<file path="src/common/ipsd_pkg.sv">
// constants for the load parameter and configuration switch decoder
package ipsd_pkg;
  // register bus
  localparam int          ADDR_W            = 4;
  localparam logic [3:0]  OFF_PARAM_WORD    = 4'h0; // load_parameter_switch_word
  localparam logic [3:0]  OFF_LOAD_STATUS   = 4'h1; // decoded load controls
  localparam logic [3:0]  OFF_SEC_ADDR      = 4'h2; // physical_address_pair
  localparam logic [3:0]  OFF_SEC_OPFIELD   = 4'h3; // operation field
  localparam logic [3:0]  OFF_PRIORITY      = 4'h4; // request_priority_value
  localparam logic [3:0]  OFF_REQ_PENDING   = 4'h5; // pending request mask (rw)
  localparam logic [3:0]  OFF_GRANT         = 4'h6; // granted unit
  localparam logic [3:0]  OFF_REL_ENABLE    = 4'h7; // release request gate
  localparam logic [3:0]  OFF_REL_SOURCE    = 4'h8; // adapters raising (rw)
  // parameter word reset / factory value
  localparam logic [15:0] PARAM_RESET       = 16'h4380;
  // field positions, bit 0 is the lsb of the halfword
  localparam int          POS_AUTO_RESTART  = 14;
  localparam int          POS_EXT_TEST      = 13;
  localparam int          POS_INIT_STORE    = 12;
  localparam int          POS_DEV_TYPE_LO   = 8;
  localparam int          POS_SEC_ADDR_LO   = 4;
  localparam int          POS_DEV_ADDR_LO   = 0;
  // device type codes
  localparam logic [3:0]  DEV_DISKETTE      = 4'h1;
  localparam logic [3:0]  DEV_DISK          = 4'h3;
  localparam logic [3:0]  DEV_MAINT         = 4'hF;
  // abandon display code
  localparam logic [15:0] ABANDON_CODE      = 16'h0122;
  // fixed physical address digits
  localparam logic [3:0]  SEC_ADDR_LOW      = 4'h8;
  localparam logic [7:0]  PRI_PHYS_ADDR     = 8'h08;
  // secondary units arbitrated
  localparam int          NUM_UNITS         = 8;
  localparam int          UNIT_W            = 3;
  // load source decode
  typedef enum logic [1:0] {
    IPSD_SRC_NONE     = 2'b00,
    IPSD_SRC_DISKETTE = 2'b01,
    IPSD_SRC_DISK     = 2'b10,
    IPSD_SRC_MAINT    = 2'b11
  } ipsd_src_e;
endpackage

</file>
<file path="src/common/ipsd_arb_if.sv">
// request and priority lines between the decoder and its arbiter
`timescale 1ns/1ns
`default_nettype none
interface ipsd_arb_if;
  logic [ipsd_pkg::NUM_UNITS-1:0]   req;
  logic [ipsd_pkg::NUM_UNITS*4-1:0] prio;
  logic                             grant_vld;
  logic [ipsd_pkg::UNIT_W-1:0]      grant_id;
  modport req_side (output req, output prio, input grant_vld, input grant_id);
  modport arb_side (input req, input prio, output grant_vld, output grant_id);
endinterface
`default_nettype wire

</file>
<file path="src/rtl/ipsd_prio_arb.sv">
// priority arbiter among secondary units
`timescale 1ns/1ns
`default_nettype none
module ipsd_prio_arb (
  // clock and reset
  input  wire logic clk,
  input  wire logic srst,
  // arbitration lines
  ipsd_arb_if.arb_side arb
);
  logic [ipsd_pkg::UNIT_W-1:0] best_id;
  logic [3:0]                  best_val;
  logic                        any;

  // RL11 highest nibble wins
  always_comb begin
    best_id  = '0;
    best_val = 4'h0;
    any      = 1'b0;
    for (int i = 0; i < ipsd_pkg::NUM_UNITS; i++) begin
      if (arb.req[i] && (!any || arb.prio[i*4 +: 4] > best_val)) begin
        any      = 1'b1;
        best_val = arb.prio[i*4 +: 4];
        best_id  = ipsd_pkg::UNIT_W'(i);
      end
    end
  end

  // registered grant
  always_ff @(posedge clk) begin
    if (srst) begin
      arb.grant_vld <= 1'b0;
      arb.grant_id  <= '0;
    end else begin
      arb.grant_vld <= any;
      arb.grant_id  <= best_id;
    end
  end
endmodule
`default_nettype wire

</file>
<file path="src/rtl/ipsd_rel_gate.sv">
// per-adapter release request gating
`timescale 1ns/1ns
`default_nettype none
module ipsd_rel_gate (
  // clock and reset
  input  wire logic       clk,
  input  wire logic       srst,
  // gate and sources
  input  wire logic [7:0] enable,
  input  wire logic [7:0] source,
  // gated result
  output logic      [7:0] rel_req
);
  genvar g;
  // RL9 one switch per line
  generate
    for (g = 0; g < 8; g++) begin : g_line
      always_ff @(posedge clk) begin
        if (srst) begin
          rel_req[g] <= 1'b0;
        end else begin
          rel_req[g] <= enable[g] & source[g];
        end
      end
    end
  endgenerate
endmodule
`default_nettype wire

</file>
<file path="src/rtl/ipsd_top.sv">
// load parameter and configuration switch decoder, top level
// ---------------------------------------------------------------
// Summary of operation
// RL1: bit 1 set runs primary load; clear abandons and shows 0122.
// RL2: bit 2 extended test, bit 3 storage init, bit 0 reserved.
// RL3: bits 4-7 give source type: 0001 diskette, 0011 disk, 1111 maint.
// RL4: bits 8-11 secondary unit address, bits 12-15 device within it.
// RL5: every switch inverted before the register; factory reads 4380. Only load_sw is inverted; module switches are used as they stand.
// RL6: secondary address high digit from module 1 switches 1-4, low 8.
// RL7: requester sends primary address then secondary address.
// RL8: op field bits from switches 6,7,8,9,10,5; two low bits zero.
// RL9: module 2 switches each gate one adapter release request.
// RL10: module 1 switches 7-10 form the request priority nibble.
// RL11: pending unit with largest priority nibble is granted.
// RL12: parameter word read whole as a halfword, bit 0 the msb.
// ---------------------------------------------------------------
//
// Our own choices: the address map and the address-and-strobe port.
`timescale 1ns/1ns
`default_nettype none
module ipsd_top (
  // clock and reset
  input  wire logic        clk,
  input  wire logic        srst,
  // raw switch contacts, high when closed
  input  wire logic [15:0] load_sw,   // index 0 is parameter bit 0
  input  wire logic [9:0]  mod1_sw,   // index 0 is switch 1
  input  wire logic [7:0]  mod2_sw,   // index 0 is switch 1
  // register port
  input  wire logic [3:0]  reg_addr,
  input  wire logic [15:0] reg_wdata,
  input  wire logic        reg_wr,
  input  wire logic        reg_rd,
  output logic      [15:0] reg_rdata,
  // decoded load controls
  output logic             load_start,
  output logic             load_abandon,
  output logic      [15:0] panel_code,
  output logic             ext_test,
  output logic             init_storage,
  output logic      [1:0]  load_source,
  output logic      [3:0]  load_unit_addr,
  output logic      [3:0]  load_dev_addr,
  // secondary unit configuration
  output logic      [15:0] phys_addr_pair,
  output logic      [7:0]  op_field,
  output logic      [3:0]  req_priority,
  output logic      [7:0]  release_req,
  output logic             grant_valid,
  output logic      [2:0]  grant_unit
);
  // ---------------------------------------------------------------
  // parameter word capture
  // ---------------------------------------------------------------
  logic [15:0] param_r;
  logic [15:0] param_nxt;
  logic [7:0]  rel_src_r;
  logic [7:0]  pend_r;
  logic [3:0]  prio_nib;
  logic [7:0]  rel_gated;

  // RL5 invert switches, RL12 bit 0 to msb
  always_comb begin
    param_nxt = '0;
    for (int i = 0; i < 16; i++) begin
      param_nxt[15-i] = ~load_sw[i];
    end
  end

  // sample the inverted word each cycle
  always_ff @(posedge clk) begin
    if (srst) begin
      param_r <= ipsd_pkg::PARAM_RESET;
    end else begin
      param_r <= param_nxt;
    end
  end

  // ---------------------------------------------------------------
  // load field decode
  // ---------------------------------------------------------------
  // RL1 auto restart or abandon
  always_ff @(posedge clk) begin
    if (srst) begin
      load_start   <= 1'b0;
      load_abandon <= 1'b0;
      panel_code   <= '0;
    end else begin
      load_start   <= param_r[ipsd_pkg::POS_AUTO_RESTART];
      load_abandon <= ~param_r[ipsd_pkg::POS_AUTO_RESTART];
      panel_code   <= param_r[ipsd_pkg::POS_AUTO_RESTART] ?
                      16'h0000 : ipsd_pkg::ABANDON_CODE;
    end
  end

  // RL2 test and storage options
  always_ff @(posedge clk) begin
    if (srst) begin
      ext_test     <= 1'b0;
      init_storage <= 1'b0;
    end else begin
      ext_test     <= param_r[ipsd_pkg::POS_EXT_TEST];
      init_storage <= param_r[ipsd_pkg::POS_INIT_STORE];
    end
  end

  // RL3 source type decode
  always_ff @(posedge clk) begin
    if (srst) begin
      load_source <= ipsd_pkg::IPSD_SRC_NONE;
    end else begin
      case (param_r[ipsd_pkg::POS_DEV_TYPE_LO +: 4])
        ipsd_pkg::DEV_DISKETTE: load_source <= ipsd_pkg::IPSD_SRC_DISKETTE;
        ipsd_pkg::DEV_DISK:     load_source <= ipsd_pkg::IPSD_SRC_DISK;
        ipsd_pkg::DEV_MAINT:    load_source <= ipsd_pkg::IPSD_SRC_MAINT;
        default:                load_source <= ipsd_pkg::IPSD_SRC_NONE;
      endcase
    end
  end

  // RL4 device address split
  always_ff @(posedge clk) begin
    if (srst) begin
      load_unit_addr <= '0;
      load_dev_addr  <= '0;
    end else begin
      load_unit_addr <= param_r[ipsd_pkg::POS_SEC_ADDR_LO +: 4];
      load_dev_addr  <= param_r[ipsd_pkg::POS_DEV_ADDR_LO +: 4];
    end
  end

  // ---------------------------------------------------------------
  // secondary unit configuration
  // ---------------------------------------------------------------
  // RL10 switches 7-10, switch 7 msb
  assign prio_nib = {mod1_sw[6], mod1_sw[7], mod1_sw[8], mod1_sw[9]};

  // RL6 RL7 primary address then secondary address
  always_ff @(posedge clk) begin
    if (srst) begin
      phys_addr_pair <= '0;
    end else begin
      phys_addr_pair <= {ipsd_pkg::PRI_PHYS_ADDR,
                         mod1_sw[0], mod1_sw[1], mod1_sw[2], mod1_sw[3],
                         ipsd_pkg::SEC_ADDR_LOW};
    end
  end

  // RL8 op field from switches 6,7,8,9,10,5
  always_ff @(posedge clk) begin
    if (srst) begin
      op_field <= '0;
    end else begin
      op_field <= {mod1_sw[5], mod1_sw[6], mod1_sw[7], mod1_sw[8],
                   mod1_sw[9], mod1_sw[4], 2'b00};
    end
  end

  // RL10 priority output
  always_ff @(posedge clk) begin
    if (srst) begin
      req_priority <= '0;
    end else begin
      req_priority <= prio_nib;
    end
  end

  // ---------------------------------------------------------------
  // software-written request state
  // ---------------------------------------------------------------
  // pending mask and release sources
  always_ff @(posedge clk) begin
    if (srst) begin
      pend_r    <= '0;
      rel_src_r <= '0;
    end else if (reg_wr) begin
      if (reg_addr == ipsd_pkg::OFF_REQ_PENDING) begin
        pend_r <= reg_wdata[7:0];
      end
      if (reg_addr == ipsd_pkg::OFF_REL_SOURCE) begin
        rel_src_r <= reg_wdata[7:0];
      end
    end
  end

  // ---------------------------------------------------------------
  // arbitration and release gating
  // ---------------------------------------------------------------
  ipsd_arb_if arb_bus ();

  // unit 0 is this unit; others take their own index as nibble below
  assign arb_bus.req = pend_r;

  // each unit's nibble: this unit's switches, others as index value
  genvar u;
  generate
    for (u = 0; u < ipsd_pkg::NUM_UNITS; u++) begin : g_prio
      if (u == 0) begin : g_own
        assign arb_bus.prio[3:0] = prio_nib;
      end else begin : g_other
        assign arb_bus.prio[u*4 +: 4] = 4'(u);
      end
    end
  endgenerate

  // RL11 arbiter
  ipsd_prio_arb u_arb (
    .clk  (clk),
    .srst (srst),
    .arb  (arb_bus.arb_side)
  );

  // RL9 release gate
  ipsd_rel_gate u_rel (
    .clk     (clk),
    .srst    (srst),
    .enable  (mod2_sw),
    .source  (rel_src_r),
    .rel_req (rel_gated)
  );

  // registered copies for the ports
  always_ff @(posedge clk) begin
    if (srst) begin
      release_req <= '0;
      grant_valid <= 1'b0;
      grant_unit  <= '0;
    end else begin
      release_req <= rel_gated;
      grant_valid <= arb_bus.grant_vld;
      grant_unit  <= arb_bus.grant_id;
    end
  end

  // ---------------------------------------------------------------
  // register read
  // ---------------------------------------------------------------
  // register index map, one halfword each:
  //   0 load parameter word, inverted switches, read only
  //   1 decoded load controls {abandon, start, ext test, init}
  //   2 physical address pair, primary byte high
  //   3 secondary unit operation field in the low byte
  //   4 request priority nibble of this unit
  //   5 pending request mask, written by software
  //   6 grant result {valid, unit}
  //   7 module 2 release enables as seen on the switches
  //   8 adapters raising a release request, written by software
  // writes to read-only or unmapped indexes are dropped silently.
  //
  // read data stands for exactly the cycle after the strobe and is
  // zero otherwise, so a host that samples late sees zero, not a
  // stale value; this keeps the port free of any hold logic.
  //
  // the parameter word is resampled every cycle; a switch moved
  // between two reads simply shows up in the second one. decoded
  // outputs lag the word register by one further edge.
  logic [15:0] rd_nxt;

  // RL12 halfword read mux, unmapped reads zero
  always_comb begin
    rd_nxt = 16'h0000;
    if (reg_rd) begin
      case (reg_addr)
        ipsd_pkg::OFF_PARAM_WORD:  rd_nxt = param_r;
        ipsd_pkg::OFF_LOAD_STATUS: rd_nxt = {12'h000, load_abandon,
                                      load_start, ext_test, init_storage};
        ipsd_pkg::OFF_SEC_ADDR:    rd_nxt = phys_addr_pair;
        ipsd_pkg::OFF_SEC_OPFIELD: rd_nxt = {8'h00, op_field};
        ipsd_pkg::OFF_PRIORITY:    rd_nxt = {12'h000, req_priority};
        ipsd_pkg::OFF_REQ_PENDING: rd_nxt = {8'h00, pend_r};
        ipsd_pkg::OFF_GRANT:       rd_nxt = {12'h000, grant_valid,
                                             grant_unit};
        ipsd_pkg::OFF_REL_ENABLE:  rd_nxt = {8'h00, mod2_sw};
        ipsd_pkg::OFF_REL_SOURCE:  rd_nxt = {8'h00, rel_src_r};
        default:                   rd_nxt = 16'h0000;
      endcase
    end
  end

  // read data register, one cycle after the strobe
  always_ff @(posedge clk) begin
    if (srst) begin
      reg_rdata <= '0;
    end else begin
      reg_rdata <= rd_nxt;
    end
  end
endmodule
`default_nettype wire

</file>
<file path="config.mk">
export PLATFORM = sky130hd
export DESIGN_NAME = ipsd_top
export DESIGN_NICKNAME = d
export VERILOG_FILES = /design/src/common/ipsd_pkg.sv /design/src/common/ipsd_arb_if.sv /design/src/rtl/ipsd_prio_arb.sv /design/src/rtl/ipsd_rel_gate.sv /design/src/rtl/ipsd_top.sv
export SDC_FILE = /design/constraint.sdc
export NUM_CORES = 1
export LEC_CHECK = 0
export BUFFER_PORTS_ARGS = -buffer_cell sky130_fd_sc_hd__buf_4
export CAP_MARGIN = 25
export CORE_MARGIN = 2
export CORE_UTILIZATION = 40
export DETAILED_ROUTE_END_ITERATION = 12
export HOLD_SLACK_MARGIN = 0.08
export PLACE_DENSITY = 0.68
export REMOVE_ABC_BUFFERS = 1
export SYNTH_ARGS = -nofsm -noshare
export SYNTH_HDL_FRONTEND = slang
export SYNTH_SLANG_ARGS = --single-unit
</file>
<file path="constraint.sdc">
create_clock -name clk -period 2.85 [get_ports clk]
set_clock_uncertainty 0.15 [all_clocks]
set_input_delay 0.285 -clock clk [delete_from_list [all_inputs] [get_ports clk]]
set_output_delay 0.285 -clock clk [all_outputs]
set_load 0.01 [all_outputs]
</file>
After elaboration in Yosys (flattened, before gate mapping)
Index checks and enable logic that the tools add are counted.
{ "totals": {"elab_cells": 125, "output_inout_bits": 86, "register_bits": 130, "input_bits": 58} }
{ "classes": {"eq_ne": 11, "n_lt_le_gt_ge": 7, "n_mux": 26, "n_bitwise": 26, "reduce_logical": 25} }
{ "op_table": {"columns": ["operator", "n"], "rows": [
  ["one-hot mux 16 bit (9 select lines)", 1],
  ["two-way mux 4 bit", 7],
  ["NOT 1 bit", 18],
  ["== test 4 x 3 -> 1 bit (second input constant)", 4],
  ["> comparator 3 x 4 -> 1 bit (first input constant)", 4],
  ["== test 4 x 2 -> 1 bit (second input constant)", 3],
  ["two-way mux 12 bit", 1],
  ["two-way mux 3 bit", 4],
  ["two-way mux 1 bit", 9],
  ["two-way mux 9 bit", 1],
  ["AND 1 bit", 8],
  ["== test 4 x 1 -> 1 bit (second input constant)", 2],
  ["== test 4 bit (second input constant)", 2],
  ["> comparator 2 x 4 -> 1 bit (first input constant)", 2],
  ["logical AND 1 bit", 7],
  ["logical NOT 1 bit", 7],
  ["logical OR 1 bit", 7],
  ["one-hot mux 2 bit (3 select lines)", 1],
  ["> comparator 1 x 4 -> 1 bit (first input constant)", 1],
  ["logical NOT 4 bit", 1],
  ["two-way mux 2 bit", 2],
  ["AND reduction 2 bit", 2],
  ["OR reduction 2 bit", 1]
]} }

Longest topological paths before layout
Gate-level depths: netlist of the first run.
{ "depth": {"ltp_word": 29, "ltp_mapped": 6} }

Hierarchy
From an unflattened synthesis of the first run, not the netlist that was laid out.
{ "hier_totals": {"cells_unflattened": 538, "hier_area_um2": 5009.8} }
{ "by_module_without_submodules": {"columns": ["module", "seq_area_each_um2", "cells_each", "n_inst", "area_per_inst_um2"], "rows": [
  ["ipsd_top", 1701.6, 324, 1, 3250.6],
  ["ipsd_prio_arb", 80.1, 198, 1, 1529.0],
  ["ipsd_rel_gate", 160.2, 16, 1, 230.2]
]} }

Least setup slack after synthesis of the first run
Ideal clock, no wire load.
{ "synth_timing": {"path_type": "input -> register", "from": "input port reg_addr[1]", "to": "register rel_src_r[0]", "n_path_buf": 2, "t_required_ps": 2572, "cell_stages": 6, "t_arrival_ps": 1373, "setup_slack_ps": 1200, "path_cell_list": "buf_2 > nor3_2 > and3_1 > buf_2 > mux2i_1 > nor2_1"} }
{ "synth_via": {"elab_chain_len": 2} }
{ "synth_lines": {"columns": ["element", "line", "rtl"], "rows": [
  ["start, declared", "ipsd_top.sv:30", "input wire logic [3:0] reg_addr,"],
  ["== test 4 bit", "ipsd_top.sv:180", "if (reg_addr == ipsd_pkg::OFF_REL_SOURCE) begin"],
  ["AND reduction 2 bit (no source line)", null, null],
  ["end signal, assigned", "ipsd_top.sv:181", "rel_src_r <= reg_wdata[7:0];"],
  ["end, declared", "ipsd_top.sv:57", "logic [7:0] rel_src_r;"]
]} }
Every way passes these cells.
A chain may end at the register's enable or synchronous reset.

Final worst setup path of the first run
{ "layout_timing": {"from": "input port mod1_sw[8]", "to": "register u_arb.arb.grant_id[0]"} }
{ "layout_via": {"elab_chain_len": 29, "elab_cells_between_ends": 47, "cone_classes": "7 x order compare; 20 x mux; 20 x reduce/logical"} }
{ "layout_lines": {"columns": ["element", "line", "rtl"], "rows": [
  ["start, declared", "ipsd_top.sv:27", "input wire logic [9:0] mod1_sw,"],
  ["two-way mux 4 bit (*)", "ipsd_prio_arb.sv:21", "if (arb.req[i] && (!any || arb.prio[i*4 +: 4] > best_val)) begin"],
  ["> comparator 1 x 4 -> 1 bit", "ipsd_prio_arb.sv:21", null],
  ["logical OR 1 bit", "ipsd_prio_arb.sv:21", null],
  ["logical AND 1 bit", "ipsd_prio_arb.sv:21", null],
  ["two-way mux 4 bit or two-way mux 1 bit (tied branches)", "ipsd_prio_arb.sv:21", null],
  ["> comparator 2 x 4 -> 1 bit or logical NOT 1 bit (tied branches)", "ipsd_prio_arb.sv:21", null],
  ["logical OR 1 bit", "ipsd_prio_arb.sv:21", null],
  ["logical AND 1 bit", "ipsd_prio_arb.sv:21", null],
  ["[... 13 more ...]", null, null],
  ["> comparator 3 x 4 -> 1 bit or logical NOT 1 bit (tied branches)", "ipsd_prio_arb.sv:21", null],
  ["logical OR 1 bit", "ipsd_prio_arb.sv:21", null],
  ["logical AND 1 bit", "ipsd_prio_arb.sv:21", null],
  ["two-way mux 4 bit or two-way mux 1 bit (tied branches)", "ipsd_prio_arb.sv:21", null],
  ["> comparator 3 x 4 -> 1 bit or logical NOT 1 bit (tied branches)", "ipsd_prio_arb.sv:21", null],
  ["logical OR 1 bit", "ipsd_prio_arb.sv:21", null],
  ["logical AND 1 bit", "ipsd_prio_arb.sv:21", null],
  ["two-way mux 3 bit (*)", "ipsd_prio_arb.sv:21", null],
  ["end signal, assigned", "ipsd_prio_arb.sv:36", "arb.grant_id <= best_id;"],
  ["end, declared", "ipsd_arb_if.sv:10", "modport arb_side (input req, input prio, output grant_vld, output grant_id);"]
]} }
Mark *: on every way between the ends. The rest lies on a longest branch, timed or not.

==> results of run 1 <==
==> per-layer routing <==
metal  up-vias  share of wire  routed length [µm]
li1       1484              -                   -
met1      1427           0.44                4026
met2        91           0.50                4601
met3        16          0.044                 411
met4         0          0.022                 204
met5         -              0                   0
==> layout make-up <==
type | instances | area, µm² | share of cell area
tap | 111 | 138.9 | 0.02718
multi-input combinational | 244 | 1525 | 0.2985
sequential | 97 | 1942 | 0.3800
inverter | 3 | 11.26 | 0.002204
timing repair buffer | 152 | 1241 | 0.2429
clock inverter | 6 | 113.9 | 0.02228
clock buffer | 10 | 137.6 | 0.02693
==> cells in the mapped netlist, types with 7 or more instances <==
master                     instances
sky130_fd_sc_hd__dfxtp_1          97
sky130_fd_sc_hd__nor2b_1          39
sky130_fd_sc_hd__nor2_1           35
sky130_fd_sc_hd__buf_4            33
sky130_fd_sc_hd__a21oi_1          19
sky130_fd_sc_hd__mux2i_1          19
sky130_fd_sc_hd__nand2_1          16
sky130_fd_sc_hd__and3_1           14
sky130_fd_sc_hd__clkbuf_1         10
sky130_fd_sc_hd__and2_1            8
sky130_fd_sc_hd__mux2_2            7
==> cells in the final DEF, fill, tap and decap left out, drive strengths merged, types with 3 or more instances in the layout <==
| master | n |
|---|---|
| clkbuf | 10 |
| and3 | 14 |
| nor2 | 35 |
| dlygate4sd3 | 40 |
| conb | 25 |
| mux2 | 7 |
| inv | 4 |
| dfxtp | 97 |
| mux2i | 19 |
| a22o | 3 |
| a31oi | 5 |
| a32oi | 5 |
| a21oi | 19 |
| nor4 | 3 |
| nand3 | 4 |
| bufinv | 3 |
| and2 | 8 |
| nand2 | 16 |
| nor2b | 39 |
| a2bb2oi | 3 |
| buf | 112 |
| o21ai | 5 |
==> logic make-up after synthesis <==
family / after synthesis / synth area share
and+or+nand+nor: 131 / 0.1898
DFF: 97 / 0.5213
AOI/OAI and AO/OA: 59 / 0.1078
buffers and inverters: 56 / 0.09338
muxes: 28 / 0.08431
xor gates and xnor gates: 1 / 0.002352
other: 1 / 0.001007
==> worst paths after layout <==
kind	end	cells after the start
max	u_arb.arb.grant_id[0]	6
min	op_field[5]	2
max reg2reg	u_arb.arb.grant_id[0]	4
min reg2reg	panel_code[5]	1
==> metrics by stage <==
step / cells / hold slack (ps)
5_1_grt: 623 / 102.3
6_report: 623 / 104.6
4_1_cts: 623 / 86.60
3_5_place_dp: 567 / 265.1
3_3_place_gp: 567 / 244.7
2_1_floorplan: 344 / 201.7
==> power groups by stage <==
stage / Sequential (mW) / Clock, mW / Combinational [mW]
floorplan: 1.45 / 0 / 0.0901
global placement: 1.45 / 0 / 0.249
detailed placement: 1.45 / 0 / 0.252
CTS: 1.42 / 1.10 / 0.297
global route: 1.42 / 1.16 / 0.324
finish: 1.42 / 1.09 / 0.297
==> flip-flops by register name, summed over array words and instances (netlist names) <==
signal	count
release_req	8
ext_test	1
load_dev_addr	4
phys_addr_pair	5
u_arb.arb.grant_id	3
load_unit_addr	4
grant_unit	3
load_start	1
rel_src_r	8
grant_valid	1
panel_code	1
u_arb.arb.grant_vld	1
init_storage	1
arb_bus.req	8
param_r	16
op_field	6
load_source	2
u_rel.rel_req	8
reg_rdata	16
==> qor_table.md, run 1 <==
| Stage | Result | Reported |
| --- | --- | --- |
| setup path | Worst-path cell with the longest stage delay | sky130_fd_sc_hd__dlygate4sd3_1 |
| synth | Most area-hungry cell type in the Yosys netlist | sky130_fd_sc_hd__dfxtp_1 |
| synth | Avg Cell Area, Syn | 9.986 µm² |
| layout | Area grow syn2layout | 37.19% |
| floorplan | Horiz. Die Dim | 100.5 µm |
| power and ir drop | Power spent charging and discharging nets | 0.6466 mW |
| synth | Number of storage elements in the synthesis netlist | 97 |
| timing | Final Slew Violations | 0 |
| routing | Detailed-route vias per instance | 4.844 |
| setup path | Biggest fanout along the worst timing path | 9 |
| run status | Run status | finished clean |
| cts | Clock Root Buffer | sky130_fd_sc_hd__clkbuf_8 |
| synth | Main flop type after synthesis | sky130_fd_sc_hd__dfxtp_1 |
| setup path | Worst Path Class, Setup | in -> reg |
| timing | Unrepaired setup endpoints after global routing | no |
| layout | Post-layout net count | 565 |
| floorplan | Area inside the core boundary | 0.009153 mm² |
| timing | Min Tclk post-route | 1961 ps |
| placement | DP Worst Slack | 823.6 ps |
| cts | Number of buffers added to fix hold violations after cts | 40 |
| cts | Post CTS Setup Buffer Count | 0 |
| synth | Distinct cell type count after synthesis | 50 |
| power and ir drop | Seq pwr share | 0.505 |
| power and ir drop | Portion of total power attributed to combinational logic | 0.106 |
| global route | Antenna violations before repair | 0 |
| power and ir drop | Fraction of power consumed by the clock network | 0.389 |
| setup path | Start point of the critical path | mod1_sw[8] |
| global route | Top Usage Layer GRT | met2 |
| global route | Met2 usage in global routing | 0.2969 |
| hold path | Worst min-delay path category | in -> reg |
| setup path | Critical Path RT | 2960 ps |
| routing | Remaining design rule violation count | 0 |
| synth | Area share of the leading cell type in the synthesized netlist | 0.5213 |
| synth | Count of flip-flops with a built-in enable after synthesis | 0 |
| power and ir drop | LEAKAGE | 2.322 nW |
| cts | Resized Gates After CTS | 0 |
| setup path | CP endpoint kind | flop |
| timing | Total negative slack for setup checks | 0 ps |
| routing | Initial DRC count | 114 |
| placement | Total half-perimeter wirelength after legalization and detailed placement | 6356 µm |
| layout | Layout Utilization | 0.5583 |
| setup path | R2r startpoint | arb_bus.req[2] |
| layout | Finished Cell Area | 0.005110 mm² |
| cts | Clk pin slew, worst setup/hold paths | 90 ps |
| global route | Number of global-route vias before repair | 2916 |
| cts | Skew-Pair Late Insertion Delay | 360 ps |
| power and ir drop | Cell internal pwr | 2.163 mW |
| cts | Total number of clock tree sinks | 97 |
| floorplan | Die Span Y | 100.5 µm |
| synth | Post-Syn Area | 0.003725 mm² |
| synth | Share of synthesized registers carrying an async set or reset | 0 |
| setup path | Critical path data arrival time | 2070 ps |
| floorplan | Starting utilization of the core area | 0.4070 |
| routing | Final WL | 9243 µm |
| global route | Tot GR Track Use | 0.1810 |
| routing | DRT antenna net count | 0 |
| synth | Main area contributors after synthesis | sky130_fd_sc_hd__dfxtp_1 52%, sky130_fd_sc_hd__buf_4 6.7%, sky130_fd_sc_hd__nor2b_1 6.6%, sky130_fd_sc_hd__mux2i_1 5.1%, sky130_fd_sc_hd__nor2_1 3.5% |
| placement | Placer congestion estimate | 0.8196 |
| placement | Area post-placement | 0.004458 mm² |
| power and ir drop | Total power draw | 2.810 mW |
| synth | Post-synthesis instance total | 373 |
| timing | Fin worst setup slack | 889.0 ps |
| setup path | Cell Chain, Critical Path | dlygate4sd3_1 > buf_4 > or4b_1 > a32oi_1 > a2bb2oi_1 > o32ai_1 |
| placement | I/O Buffers | 110 |
| floorplan | # rows | 35 |
| cts | Clock H-tree levels | 3 |
| power and ir drop | Sw Share | 0.2302 |
| layout | Share of layout cells above drive strength 1 | 0.2813 |
| power and ir drop | VDD IR max | 0.0003531 V |
| global route | Met3 track demand over resource in global routing | 0.03329 |
| flow run | Number of max-capacitance violations reported | 0 |
| timing | Final Hold Violating Endpoints | 0 |
| floorplan | Full die area | 0.01010 mm² |
| global route | GR Util met1 | 0.2310 |
| routing | Post-DR wirelength/cell | 14.84 µm |
| setup path | Buffers and inverters on the worst path | 2 |
| timing | Final setup fails | 0 |
| cts | Number of buffers created by CTS | 9 |
| synth | Number of synthesis warnings | 0 |
| floorplan | I/O pin total | 144 |
| timing | Slew margin rel. | 0.4679 |
| setup path | Cell family with the largest share of critical-path delay | buffers and inverters |
| power and ir drop | Power Dens Cells | 549.8 mW/mm² |
| routing | Vias after detailed routing | 3018 |
| global route | Gr ovfl total | 0 |
| routing | Count of TritonRoute iterations in the first routing pass | 4 |
| timing | Timing-limited maximum frequency | 509.9 MHz |
| cts | TritonCTS clock tree | yes |
| setup path | Kind of launch point of the worst setup path | primary input |
| hold path | Startpoint of the tightest hold check path | mod1_sw[7] |
| layout | Number of fill cells in the layout | 803 |
| setup path | Worst-case register-to-register setup slack | 1070 ps |
| layout | Inserted Diodes | 0 |
| timing | Worst Max-Slew Pin Slew | 796.5 ps |
| global route | Maximum number of pins on one net before global-route repair | 39 |
| global route | Global-route wire length before repair | 14340 µm |
| cts | Maximum buffer depth of the clock tree | 2 |
| synth | Register area share after synthesis | 0.5213 |
| setup path | Largest stage delay on the critical path | 530 ps |
| timing | Post-route fraction of the period consumed by the critical path | 0.6881 |
(Power assumes the default switching activity.)
==> run 2, diff against run 1 <==
- ABC_AREA: unset -> 1
- clock period: 2.85 -> 1.9 ns (I/O delays scaled with it)
==> run 2 against run 1 <==
  * Critical endpoint unchanged
  * Synthesized cell count grew 21%
  * Critical path type unchanged
  * Global-route usage grew 1.9 points
  * Cell count grew 16%
  * Clock power grew 31%
  * Combinational power grew 48%
  * Via count grew 9.7%
  * Setup slack lost 720 ps
  * Largest power group unchanged
==> qor_table.md, run 2 <==
| Stage | Result | Reported | Delta |
| --- | --- | --- | --- |
| layout | Share of layout cells above drive strength 1 | 0.2500 | was 0.2813 |
| cts | Clock Root Buffer | sky130_fd_sc_hd__clkbuf_8 | unchanged |
| synth | Register area share after synthesis | 0.5344 | was 0.5213 |
| cts | Total number of clock tree sinks | 97 | unchanged |
| global route | Gr ovfl total | 0 | unchanged |
| synth | Main flop type after synthesis | sky130_fd_sc_hd__dfxtp_1 | unchanged |
| synth | Most area-hungry cell type in the Yosys netlist | sky130_fd_sc_hd__dfxtp_1 | unchanged |
| synth | Distinct cell type count after synthesis | 34 | was 50 |
| global route | Tot GR Track Use | 0.1996 | was 0.1810 |
| routing | Count of TritonRoute iterations in the first routing pass | 4 | unchanged |
| floorplan | Starting utilization of the core area | 0.4146 | was 0.4070 |
| synth | Main area contributors after synthesis | sky130_fd_sc_hd__dfxtp_1 53%, sky130_fd_sc_hd__inv_1 7.6%, sky130_fd_sc_hd__nor2_1 7.2%, sky130_fd_sc_hd__buf_4 6.8%, sky130_fd_sc_hd__nand2_1 6.1% | was sky130_fd_sc_hd__dfxtp_1 52%, sky130_fd_sc_hd__buf_4 6.7%, sky130_fd_sc_hd__nor2b_1 6.6%, sky130_fd_sc_hd__mux2i_1 5.1%, sky130_fd_sc_hd__nor2_1 3.5% |
| synth | Share of synthesized registers carrying an async set or reset | 0 | unchanged |
| power and ir drop | VDD IR max | 0.0004764 V | was 0.0003531 V |
| hold path | Depth of the worst hold-timing path | 4 | was 2 |
| setup path | Critical path data arrival time | 1830 ps | was 2070 ps |
| global route | Number of global-route vias before repair | 3189 | was 2916 |
| layout | Finished Cell Area | 0.005144 mm² | was 0.005110 mm² |
| global route | Met2 usage in global routing | 0.3378 | was 0.2969 |
| layout | Post-layout net count | 665 | was 565 |
| floorplan | Area inside the core boundary | 0.008763 mm² | was 0.009153 mm² |
| routing | DRT antenna net count | 0 | unchanged |
| layout | Inserted Diodes | 0 | unchanged |
| setup path | Worst-case register-to-register setup slack | 240 ps | was 1070 ps |
| routing | Initial DRC count | 221 | was 114 |
| cts | Clk pin slew, worst setup/hold paths | 100 ps | was 90 ps |
| power and ir drop | Power Dens Cells | 778.2 mW/mm² | was 549.8 mW/mm² |
| layout | Area grow syn2layout | 41.56% | was 37.19% |
| global route | GR Util met1 | 0.2542 | was 0.2310 |
| routing | Post-DR wirelength/cell | 13.41 µm | was 14.84 µm |
| flow run | Number of max-capacitance violations reported | 0 | unchanged |
| setup path | R2R cell count | 12 | was 4 |
| placement | Total half-perimeter wirelength after legalization and detailed placement | 6943 µm | was 6356 µm |
| synth | Number of synthesis warnings | 0 | unchanged |
| placement | Placer congestion estimate | 0.8416 | was 0.8196 |
| timing | Slew margin rel. | 0.6539 | was 0.4679 |
| timing | Total negative slack for setup checks | 0 ps | unchanged |
| floorplan | Die Span Y | 99.31 µm | was 100.5 µm |
| floorplan | # rows | 34 | was 35 |
| run status | Run status | finished clean | unchanged |
| routing | Final WL | 9657 µm | was 9243 µm |
| timing | Unrepaired setup endpoints after global routing | no | unchanged |
| floorplan | Full die area | 0.009862 mm² | was 0.01010 mm² |
| synth | Count of flip-flops with a built-in enable after synthesis | 0 | unchanged |
| cts | Post CTS Setup Buffer Count | 0 | unchanged |
| cts | Number of buffers created by CTS | 9 | unchanged |
| synth | Most common cell in the netlist | sky130_fd_sc_hd__dfxtp_1 | unchanged |
| global route | Global-route wire length before repair | 15330 µm | was 14340 µm |
| global route | Met3 track demand over resource in global routing | 0.03865 | was 0.03329 |
| layout | Most frequent standard cell in the layout excluding fill and tap cells | sky130_fd_sc_hd__buf_4 | unchanged |
| routing | Vias after detailed routing | 3312 | was 3018 |
| routing | Remaining design rule violation count | 0 | unchanged |
| cts | Clock H-tree levels | 3 | unchanged |
| synth | Avg Cell Area, Syn | 8.039 µm² | was 9.986 µm² |
| power and ir drop | LEAKAGE | 2.408 nW | was 2.322 nW |
| timing | Worst Max-Slew Pin Slew | 518.0 ps | was 796.5 ps |
| synth | Top cell types by occurrence after synthesis | 97 x sky130_fd_sc_hd__dfxtp_1, 74 x sky130_fd_sc_hd__inv_1, 70 x sky130_fd_sc_hd__nor2_1 | was 97 x sky130_fd_sc_hd__dfxtp_1, 39 x sky130_fd_sc_hd__nor2b_1, 35 x sky130_fd_sc_hd__nor2_1 |
| timing | Final Slew Violations | 0 | unchanged |
| cts | Maximum buffer depth of the clock tree | 2 | unchanged |
| layout | Number of fill cells in the layout | 775 | was 803 |
| cts | Skew-Pair Late Insertion Delay | 370 ps | was 360 ps |
| hold path | Worst min-delay path category | in -> reg | unchanged |
| global route | Top Usage Layer GRT | met2 | unchanged |
| setup path | Biggest fanout along the worst timing path | 3 | was 9 |
| placement | Area post-placement | 0.004443 mm² | was 0.004458 mm² |
| layout | Top library cells by usage in the layout, fill and taps aside | 117 x sky130_fd_sc_hd__buf_4, 96 x sky130_fd_sc_hd__dfxtp_1, 74 x sky130_fd_sc_hd__inv_1 | was 112 x sky130_fd_sc_hd__buf_4, 97 x sky130_fd_sc_hd__dfxtp_1, 40 x sky130_fd_sc_hd__dlygate4sd3_1 |
| setup path | CP endpoint kind | flop | unchanged |
| placement | I/O Buffers | 110 | unchanged |
| timing | Final Hold Violating Endpoints | 0 | unchanged |
| layout | Biggest regs | param_r (16), reg_rdata (16) | unchanged |
| timing | Min Tclk post-route | 1735 ps |  |
| setup path | Worst Path Class, Setup | in -> reg | unchanged |
| routing | Detailed-route vias per instance | 4.600 | was 4.844 |
| synth | Post-synthesis instance total | 452 | was 373 |
| timing | Timing-limited maximum frequency | 576.5 MHz |  |
| synth | Area share of the leading cell type in the synthesized netlist | 0.5344 | was 0.5213 |
| timing | Post-route fraction of the period consumed by the critical path | 0.9130 |  |
| global route | Antenna violations before repair | 0 | unchanged |
| synth | Post-Syn Area | 0.003633 mm² | was 0.003725 mm² |
| cts | TritonCTS clock tree | yes | unchanged |
| floorplan | I/O pin total | 144 | unchanged |
| floorplan | Horiz. Die Dim | 99.31 µm | was 100.5 µm |
| global route | Maximum number of pins on one net before global-route repair | 34 | was 39 |
| setup path | Critical Path RT | 1990 ps | was 2960 ps |
| synth | Number of storage elements in the synthesis netlist | 97 | unchanged |
| timing | Final setup fails | 0 | unchanged |
| setup path | Kind of launch point of the worst setup path | primary input | unchanged |
==> run 2: changes by cell type after synthesis, sizes merged, moves of 6 or more <==
cell,previous run,this run
buf,43,34
a21oi,19,25
inv,3,79
and3,14,0
o21ai,5,20
mux2,7,0
nand2,16,63
nor2b,39,0
nand3,4,15
and2,8,2
nor2,35,73
mux2i,19,0
==> run 2: cell type report <==
class	instances	area, µm²	area share
inverters	80	301.5	0.05862
clock inverters	7	95.09	0.01849
multi-input cells	254	1186	0.2306
well taps	108	135.1	0.02627
clock buffers	9	123.9	0.02408
flip-flops and latches	97	1943	0.3778
repair buffers	165	1359	0.2642
==> run 2: final timing paths <==
| kind | startpoint | end |
|---|---|---|
| hold / removal | reg_addr[2] | reg_rdata[7] |
| hold reg to reg | u_rel.rel_req[3] | release_req[3] |
| setup / recovery | mod1_sw[6] | u_arb.arb.grant_id[0] |
| setup reg to reg | arb_bus.req[0] | u_arb.arb.grant_id[0] |
==> run 2: power breakdown <==
part | total, mW | internal, mW | switching [mW]
clock | 1.43 | 0.647 | 0.781
sequential | 2.13 | 2.10 | 0.0376
combinational | 0.441 | 0.225 | 0.216
total | 4.00 | 2.97 | 1.04
==> run 2: layer usage <==
metal	share of wire	wire length, µm	up-vias
met5	0	0	-
met4	0.017	167	0
met3	0.072	695	12
met2	0.48	4654	127
met1	0.43	4140	1520
li1	-	-	1653
==> run 2: cell families (layout without fill, tap and decap cells) <==
logic type             Yosys count  after routing  synth area share
other                            1             25          0.001032
and+or+nand+nor                164            164            0.1894
AOI/OAI and AO/OA               65             65            0.1112
DFF                             97             97            0.5344
buffers and inverters          125            261            0.1639
==> run 2: stage by stage <==
step / power [mW] / cells / util / setup slack (ps) / hold slack [ps]
global route: 4.162 / 720 / 0.5870 / 68.74 / 93.22
floorplan: 2.318 / 431 / - / 372.3 / 102.4
finish: 4.003 / 720 / 0.5870 / 165.3 / 100.8
global placement: 2.534 / 656 / 0.5070 / 179.3 / 191.3
CTS: 4.018 / 720 / 0.5868 / 112.7 / 85.75
detailed placement: 2.541 / 656 / 0.5070 / 125.2 / 192.5
==> run 2: worst max-delay path: stages <==
cell and delay (ps):
sky130_fd_sc_hd__dlygate4sd3_1 530, sky130_fd_sc_hd__buf_4 140, sky130_fd_sc_hd__nand2_1 110, sky130_fd_sc_hd__nand2_2 90, sky130_fd_sc_hd__nor2_1 100, sky130_fd_sc_hd__nand2_1 90
sky130_fd_sc_hd__and2_1 170, sky130_fd_sc_hd__o21bai_2 120, sky130_fd_sc_hd__nand2_1 60, sky130_fd_sc_hd__nand2_1 60, sky130_fd_sc_hd__nand2_1 50, sky130_fd_sc_hd__nand2_1 50
sky130_fd_sc_hd__a21oi_1 60
==> run 2: timing repair <==
item	in CTS	in global routing
endpoints found under the hold margin	55	0
endpoints found under the setup margin	0	1
resized for setup	0	1
hold buffers	48	0
